[src/core/cwf_regs.vh]
`ifndef CWF_REGS_VH
`define CWF_REGS_VH

// Byte addresses of the APB registers
`define CWF_ADDR_CAPACITY 12'h000
`define CWF_ADDR_FIRST_SET 12'h004
`define CWF_ADDR_FINAL_SET 12'h008
`define CWF_ADDR_FINAL_CLR 12'h00C
`define CWF_ADDR_FLAGS 12'h010
`define CWF_ADDR_INT_STAT 12'h014
`define CWF_ADDR_INT_MASK 12'h018

// Bit positions in the flag status word
`define CWF_FLAG_FINAL_BIT 1
`define CWF_FLAG_FIRST_BIT 2

// Bit positions in status and mask
`define CWF_IRQ_FIRST_SET 0
`define CWF_IRQ_FIRST_CLR 1
`define CWF_IRQ_FINAL_SET 2
`define CWF_IRQ_FINAL_CLR 3
`define CWF_IRQ_WIDTH 4

// Reset values of capacity and levels, signed mAh, and of the interrupt mask
`define CWF_RST_FIRST_SET 16'h0096
`define CWF_RST_FINAL_SET 16'h004B
`define CWF_RST_FINAL_CLR 16'h0064
`define CWF_RST_CAPACITY 16'h7FFF
`define CWF_RST_MASK 4'h0

// Level value that disables setting the final warning
`define CWF_DISABLED_LEVEL 16'hFFFF

`endif

[src/core/cwf_compare.v]
`include "cwf_regs.vh"

module cwf_compare #(
	parameter WIDTH = 16
) (
	input wire clock_i,
	input wire rst_n_i,
	input wire update_i,
	input wire [WIDTH-1:0] charge_i,
	input wire [WIDTH-1:0] first_set_i,
	input wire [WIDTH-1:0] final_set_i,
	input wire [WIDTH-1:0] final_clr_i,
	output reg first_flag_o,
	output reg final_flag_o
);
	reg nxt_first;
	reg nxt_final;

	// Signed compare keeps negative capacity and the -1 level meaningful
	function lt;
		input [WIDTH-1:0] a;
		input [WIDTH-1:0] b;
		begin
			lt = $signed(a) < $signed(b);
		end
	endfunction

	always @* begin
		nxt_first = first_flag_o;
		nxt_final = final_flag_o;
		if (lt(charge_i, first_set_i)) begin
			nxt_first = 1'b1;
		end else if (lt(first_set_i, charge_i)) begin
			nxt_first = 1'b0;
		end
		if (final_set_i != `CWF_DISABLED_LEVEL && lt(charge_i, final_set_i)) begin
			nxt_final = 1'b1;
		end else if (final_flag_o && lt(final_clr_i, charge_i)) begin
			nxt_final = 1'b0;
		end
	end

	always @(posedge clock_i) begin
		if (!rst_n_i) begin
			first_flag_o <= 1'b0;
			final_flag_o <= 1'b0;
		end else if (update_i) begin
			first_flag_o <= nxt_first;
			final_flag_o <= nxt_final;
		end
	end
endmodule // cwf_compare

[src/core/cwf_capacity_warning.v]
// Function
// - Set first warning below its set level
// - Clear first warning above its set level
// - Low battery pin mirrors first warning
// - Set final warning below its set level
// - Final set level minus one disables setting
// - Clear final warning above its clear level
// - Both flags readable in flag word
`include "cwf_regs.vh"

module cwf_capacity_warning #(
	parameter WIDTH = 16
) (
	input wire clock_i,
	input wire rst_n_i,
	input wire psel_i,
	input wire penable_i,
	input wire pwrite_i,
	input wire [11:0] paddr_i,
	input wire [31:0] pwdata_i,
	output wire pready_o,
	output reg [31:0] prdata_o,
	output wire pslverr_o,
	input wire charge_valid_i,
	input wire [WIDTH-1:0] remaining_charge_value_i,
	output wire low_battery_pin_o,
	output wire irq_o
);
	reg [WIDTH-1:0] charge_ff;
	reg [WIDTH-1:0] first_set_ff;
	reg [WIDTH-1:0] final_set_ff;
	reg [WIDTH-1:0] final_clr_ff;
	reg [`CWF_IRQ_WIDTH-1:0] stat_ff;
	reg [`CWF_IRQ_WIDTH-1:0] mask_ff;
	reg update_ff;
	reg first_d_ff;
	reg final_d_ff;
	reg [31:0] nxt_rdata;
	reg mapped;
	reg [`CWF_IRQ_WIDTH-1:0] events;
	wire first_flag;
	wire final_flag;
	wire wr_acc;
	wire rd_acc;
	wire sw_cap_wr;
	wire [31:0] flag_word;

	assign wr_acc = psel_i & penable_i & pwrite_i;
	assign rd_acc = psel_i & ~penable_i & ~pwrite_i;
	assign pready_o = 1'b1;
	assign pslverr_o = psel_i & penable_i & ~mapped;
	assign sw_cap_wr = wr_acc && paddr_i == `CWF_ADDR_CAPACITY;

	function [31:0] sext;
		input [WIDTH-1:0] v;
		begin
			sext = {{(32-WIDTH){v[WIDTH-1]}}, v};
		end
	endfunction

	always @* begin
		case (paddr_i)
			`CWF_ADDR_CAPACITY, `CWF_ADDR_FIRST_SET, `CWF_ADDR_FINAL_SET, `CWF_ADDR_FINAL_CLR,
			`CWF_ADDR_FLAGS, `CWF_ADDR_INT_STAT, `CWF_ADDR_INT_MASK: mapped = 1'b1;
			default: mapped = 1'b0;
		endcase
	end

	// Capacity may come from the estimator port or from software
	always @(posedge clock_i) begin
		if (!rst_n_i) begin
			charge_ff <= `CWF_RST_CAPACITY;
			update_ff <= 1'b0;
		end else begin
			update_ff <= charge_valid_i | sw_cap_wr;
			if (charge_valid_i) begin
				charge_ff <= remaining_charge_value_i;
			end else if (sw_cap_wr) begin
				charge_ff <= pwdata_i[WIDTH-1:0];
			end
		end
	end

	always @(posedge clock_i) begin
		if (!rst_n_i) begin
			first_set_ff <= `CWF_RST_FIRST_SET;
			final_set_ff <= `CWF_RST_FINAL_SET;
			final_clr_ff <= `CWF_RST_FINAL_CLR;
			mask_ff <= `CWF_RST_MASK;
		end else if (wr_acc) begin
			case (paddr_i)
				`CWF_ADDR_FIRST_SET: first_set_ff <= pwdata_i[WIDTH-1:0];
				`CWF_ADDR_FINAL_SET: final_set_ff <= pwdata_i[WIDTH-1:0];
				`CWF_ADDR_FINAL_CLR: final_clr_ff <= pwdata_i[WIDTH-1:0];
				`CWF_ADDR_INT_MASK: mask_ff <= pwdata_i[`CWF_IRQ_WIDTH-1:0];
				default: mask_ff <= mask_ff;
			endcase
		end
	end

	cwf_compare #(
		.WIDTH(WIDTH)
	) u_compare (
		.clock_i(clock_i),
		.rst_n_i(rst_n_i),
		.update_i(update_ff),
		.charge_i(charge_ff),
		.first_set_i(first_set_ff),
		.final_set_i(final_set_ff),
		.final_clr_i(final_clr_ff),
		.first_flag_o(first_flag),
		.final_flag_o(final_flag)
	);

	assign low_battery_pin_o = first_flag;

	always @* begin
		events = {`CWF_IRQ_WIDTH{1'b0}};
		events[`CWF_IRQ_FIRST_SET] = first_flag & ~first_d_ff;
		events[`CWF_IRQ_FIRST_CLR] = ~first_flag & first_d_ff;
		events[`CWF_IRQ_FINAL_SET] = final_flag & ~final_d_ff;
		events[`CWF_IRQ_FINAL_CLR] = ~final_flag & final_d_ff;
	end

	// A new event wins over a same-cycle write-one clear
	always @(posedge clock_i) begin
		if (!rst_n_i) begin
			first_d_ff <= 1'b0;
			final_d_ff <= 1'b0;
			stat_ff <= {`CWF_IRQ_WIDTH{1'b0}};
		end else begin
			first_d_ff <= first_flag;
			final_d_ff <= final_flag;
			if (wr_acc && paddr_i == `CWF_ADDR_INT_STAT) begin
				stat_ff <= (stat_ff & ~pwdata_i[`CWF_IRQ_WIDTH-1:0]) | events;
			end else begin
				stat_ff <= stat_ff | events;
			end
		end
	end

	assign irq_o = |(stat_ff & mask_ff);

	assign flag_word = ({31'h0, first_flag} << `CWF_FLAG_FIRST_BIT) |
		({31'h0, final_flag} << `CWF_FLAG_FINAL_BIT);

	always @* begin
		nxt_rdata = 32'h0;
		case (paddr_i)
			`CWF_ADDR_CAPACITY: nxt_rdata = sext(charge_ff);
			`CWF_ADDR_FIRST_SET: nxt_rdata = sext(first_set_ff);
			`CWF_ADDR_FINAL_SET: nxt_rdata = sext(final_set_ff);
			`CWF_ADDR_FINAL_CLR: nxt_rdata = sext(final_clr_ff);
			`CWF_ADDR_FLAGS: nxt_rdata = flag_word;
			`CWF_ADDR_INT_STAT: nxt_rdata = {28'h0, stat_ff};
			`CWF_ADDR_INT_MASK: nxt_rdata = {28'h0, mask_ff};
			default: nxt_rdata = 32'h0;
		endcase
	end

	// Read data registered in setup, valid through access phase
	always @(posedge clock_i) begin
		if (!rst_n_i) begin
			prdata_o <= 32'h0;
		end else if (rd_acc) begin
			prdata_o <= nxt_rdata;
		end
	end
endmodule // cwf_capacity_warning

[config.mk]
export PLATFORM = sky130hd
export DESIGN_NAME = cwf_capacity_warning
export DESIGN_NICKNAME = d
export VERILOG_FILES = /design/src/core/cwf_compare.v /design/src/core/cwf_capacity_warning.v
export VERILOG_INCLUDE_DIRS = /design/src /design/src/core
export SDC_FILE = /design/constraint.sdc
export NUM_CORES = 1
export LEC_CHECK = 0
export ABC_AREA = 1
export BUFFER_PORTS_ARGS = -buffer_cell sky130_fd_sc_hd__buf_2
export CORE_MARGIN = 5
export CORE_UTILIZATION = 43
export CTS_CLUSTER_DIAMETER = 100
export CTS_CLUSTER_SIZE = 12
export DETAILED_ROUTE_END_ITERATION = 6
export HOLD_SLACK_MARGIN = 0.1
export PLACE_DENSITY = 0.67
export SYNTH_ARGS = -nofsm -noshare
export SYNTH_HDL_FRONTEND = slang
export SYNTH_HIERARCHICAL = 1
export SYNTH_SLANG_ARGS = --single-unit
[constraint.sdc]
create_clock -name clock_i -period 1.7 [get_ports clock_i]
set_clock_uncertainty 0.2 [all_clocks]
set_input_delay 0.34 -clock clock_i [delete_from_list [all_inputs] [get_ports clock_i]]
set_output_delay 0.34 -clock clock_i [all_outputs]
set_load 0.005 [all_outputs]
==> run_results.csv <==
group,metric,value,unit
power_and_ir_drop,p_sw_share,25.6,%
placement,place_ws,-0.204,ns
global_route,grt_max_degree,37,
logic_synthesis,syn_nets,893,
route,drt.antenna.violating_nets,0,
finish,drive_above_1_share,32.3,%
floorplan,dieArea,15500,µm²
power_and_ir_drop,switching_power,1.26,mW
cts,clock_latency,0.35,ns
timing,fin_crit_sh,106,%
cts,cts_buffer_depth,2,
worst_setup_path,cp-end-kind,"register",
logic_synthesis,synth_top_family_by_area,"simple AND/OR/NAND/NOR gates",
worst_setup_path,timing.rr.end,"u_compare/first_flag_o",
floorplan,die_y,125,µm
cts,clock-sinks,93,
route,drc_errors,0,
route,dr.pass1.iters,6,
route,wl,17500,µm
power_and_ir_drop,intPower,3.65,mW
cts,clk_pin_slew,0.06,ns
cts,htree_levels,3,
worst_setup_path,critPathLaunch,"charge_ff[15]",
logic_synthesis,synth_fa_ha_area_share,10.2,%
worst_setup_path,start_kind,"register",
floorplan,die_x,125,µm
route,vias,5831,
timing,finalSetupTns,-0.213,ns
logic_synthesis,yosysMostFrequentCell,"nand2_1",
floorplan,num_rows,41,
timing,hold_viol,0,
power_and_ir_drop,power.clock.fraction,40.1,%
logic_synthesis,synth_mux_area_share,0,%
placement,port_buffers,84,
logic_synthesis,synth_top_area_share,33.0,%
worst_setup_path,rr_worst_depth,9,
worst_setup_path,r2r_start,"charge_ff[15]",
power_and_ir_drop,p_comb_share,13.8,%
timing,period_needed,1.79,ns
timing,fin_ws,-0.0940,ns
worst_setup_path,endpoint,"u_compare/first_flag_o",
logic_synthesis,async_reset_ff_share,0,%
logic_synthesis,syn_inst,781,
cts,cts_root_buf,"clkbuf_16",
power_and_ir_drop,power_density,637,nW/µm²
placement,gp_congestion,0.912,
status,status,"complete, but fails checks",
global_route,antenna_found_initial,0,
logic_synthesis,synth_top_cell_by_area,"dfxtp_1",
logic_synthesis,synth_xor_xnor_area_share,0,%
timing,rsz0062_at_grt,"true",
placement,dp_hpwl,12500,µm
status,failed_checks,"negative setup slack",
power_and_ir_drop,leakagePower,3.67,nW
timing,setup-violations-final,3,
power_and_ir_drop,irDropWorstVdd,0.418,mV
logic_synthesis,synth_area,5650,µm²
floorplan,core_area,12800,µm²
worst_setup_path,cp.arrival,1.87,ns
route,wl_per_cell,15.7,µm
finish,antennaDiodeCount,0,
worst_setup_path,cp_max_fo,4,
worst_setup_path,worstPathRequired,1.78,ns
finish,final_nets,1054,
timing,timing.fmax,557,MHz
route,via_per_inst,5.22,
cts,cts_buffers,9,
timing,slew_violations,0,
global_route,global_route.overflow_total,0,
global_route,grt_pass1_vias,5438,
logic_synthesis,synth.avg_cell_area,7.23,µm²
logic_synthesis,synth-seq-cells,93,
logic_synthesis,synth-edff-count,0,
run,maxCapViolCount,0,
logic_synthesis,ys_top_cells_by_area,"dfxtp_1 (33%), ha_1 (10%), nand2_1 (10%)",
global_route,grt_pass1_wl,28000,µm
cts,cts_tree,"built",
route,drtIter0Drc,499,
logic_synthesis,synth_common_cells,"nand2_1 (150), inv_1 (99), dfxtp_1 (93)",
logic_synthesis,yosys.area_share.simple,25.6,%
worst_setup_path,crit_type,"reg -> reg",
global_route,track_usage,22.0,%
logic_synthesis,seq_area_frac_synth,33.0,%
finish,fillCellCount,1113,
floorplan,start_util,44.2,%
logic_synthesis,ys_warn_count,6,
finish,area_delta_synth_final,36.4,%
worst_hold_path,worstHoldPathType,"in -> reg",
logic_synthesis,synth.distinct_cells,43,
logic_synthesis,synth_compound_area_share,18.4,%
worst_setup_path,regToRegSetupSlack,-0.09,ns
logic_synthesis,synthFlopType,"dfxtp_1",
floorplan,pin_count,102,
power_and_ir_drop,seqPwrFrac,46.0,%
critical path, stage by stage (launching register included):
cell	delay (ns)
dfxtp_4	0.38
inv_2	0.06
ha_1	0.31
nand2_2	0.06
inv_2	0.06
nand4_1	0.15
o21bai_4	0.22
nand2_1	0.08
nand2_1	0.06
a31oi_1	0.14
metal layers:
metal / global-route usage [%] / part of all wire (%)
met4: 5.67 / 1.7
met2: 32.3 / 42
met5: 0 / 0
met1: 32.5 / 48
met3: 5.06 / 8.5
flip-flops by register name, indices dropped and copies added, names as in the netlist:
| signal | count |
|---|---|
| u_compare/final_flag_o | 1 |
| final_d_ff | 1 |
| u_compare/first_flag_o | 1 |
| mask_ff | 4 |
| stat_ff | 4 |
| first_set_ff | 16 |
| first_d_ff | 1 |
| final_set_ff | 16 |
| charge_ff | 16 |
| update_ff | 1 |
| final_clr_ff | 16 |
| prdata_o | 16 |
power groups by stage:
| stage | Sequential, mW | Combinational, mW | Clock (mW) |
|---|---|---|---|
| global route | 2.27 | 0.749 | 2.09 |
| CTS | 2.26 | 0.641 | 1.99 |
| global placement | 2.30 | 0.527 | 0 |
| finish | 2.26 | 0.678 | 1.97 |
| detailed placement | 2.30 | 0.532 | 0 |
| floorplan | 2.29 | 0.301 | 0 |
layout make-up:
class	instances	area, µm²	area share (%)
clock buffer	13	240	3.12
clock inverter	2	35.0	0.455
tap	172	215	2.79
sequential	93	1890	24.5
multi-input combinational	531	3400	44.2
inverter	108	412	5.34
timing repair buffer	199	1510	19.6
per-stage QoR:
stage | util, % | instance area (µm²) | total power, mW | std cells | hold slack (ns)
finish | 60.3 | 7710 | 4.91 | 1118 | 0.107
global route | 60.3 | 7710 | 5.10 | 1118 | 0.118
CTS | 58.9 | 7520 | 4.89 | 1112 | 0.106
detailed placement | 52.0 | 6640 | 2.84 | 1066 | 0.252
global placement | 52.0 | 6640 | 2.83 | 1066 | 0.250
floorplan | - | 5650 | 2.59 | 781 | 0.231
placed cells by master, fill, tap and decap left out, types with 31 or more instances in the layout:
cell type    n
ha_1        33
inv_1       83
buf_2       77
nand2_1    141
nand3_1     68
dfxtp_1     78
nor2_1      31
o21ai_0     40
buf_4       81
a21oi_1     73
what timing repair did:
item | 4_1_cts | 5_1_grt
cloned | 0 | 1
setup endpoints to repair | 3 | 22
hold endpoints to repair | 21 | 0
pin swaps | 37 | 19
resized for setup | 81 | 36
hold buffers | 19 | 0
setup buffers | 12 | 5
how the worst min path moves through the flow:
stage / start / endpoint / slack [ns] / depth (start not counted)
floorplan: final_d_ff / stat_ff[2] / 0.23 / 1
global placement: prdata_o[8] / prdata_o[8] / 0.25 / 2
detailed placement: first_d_ff / stat_ff[0] / 0.25 / 1
CTS: pwdata_i[2] / mask_ff[2] / 0.11 / 3
global route: pwdata_i[4] / final_clr_ff[4] / 0.12 / 3
finish: pwdata_i[2] / mask_ff[2] / 0.11 / 3
cell families after synthesis:
| logic type | count (synthesis) |
|---|---|
| AO/OA/AOI/OAI | 180 |
| adder cells (fa/ha/maj) | 46 |
| buffers and inverters | 157 |
| flip-flops | 93 |
| other | 1 |
| AND/OR/NAND/NOR | 304 |
Note: power is estimated with default switching activity, not from simulation.
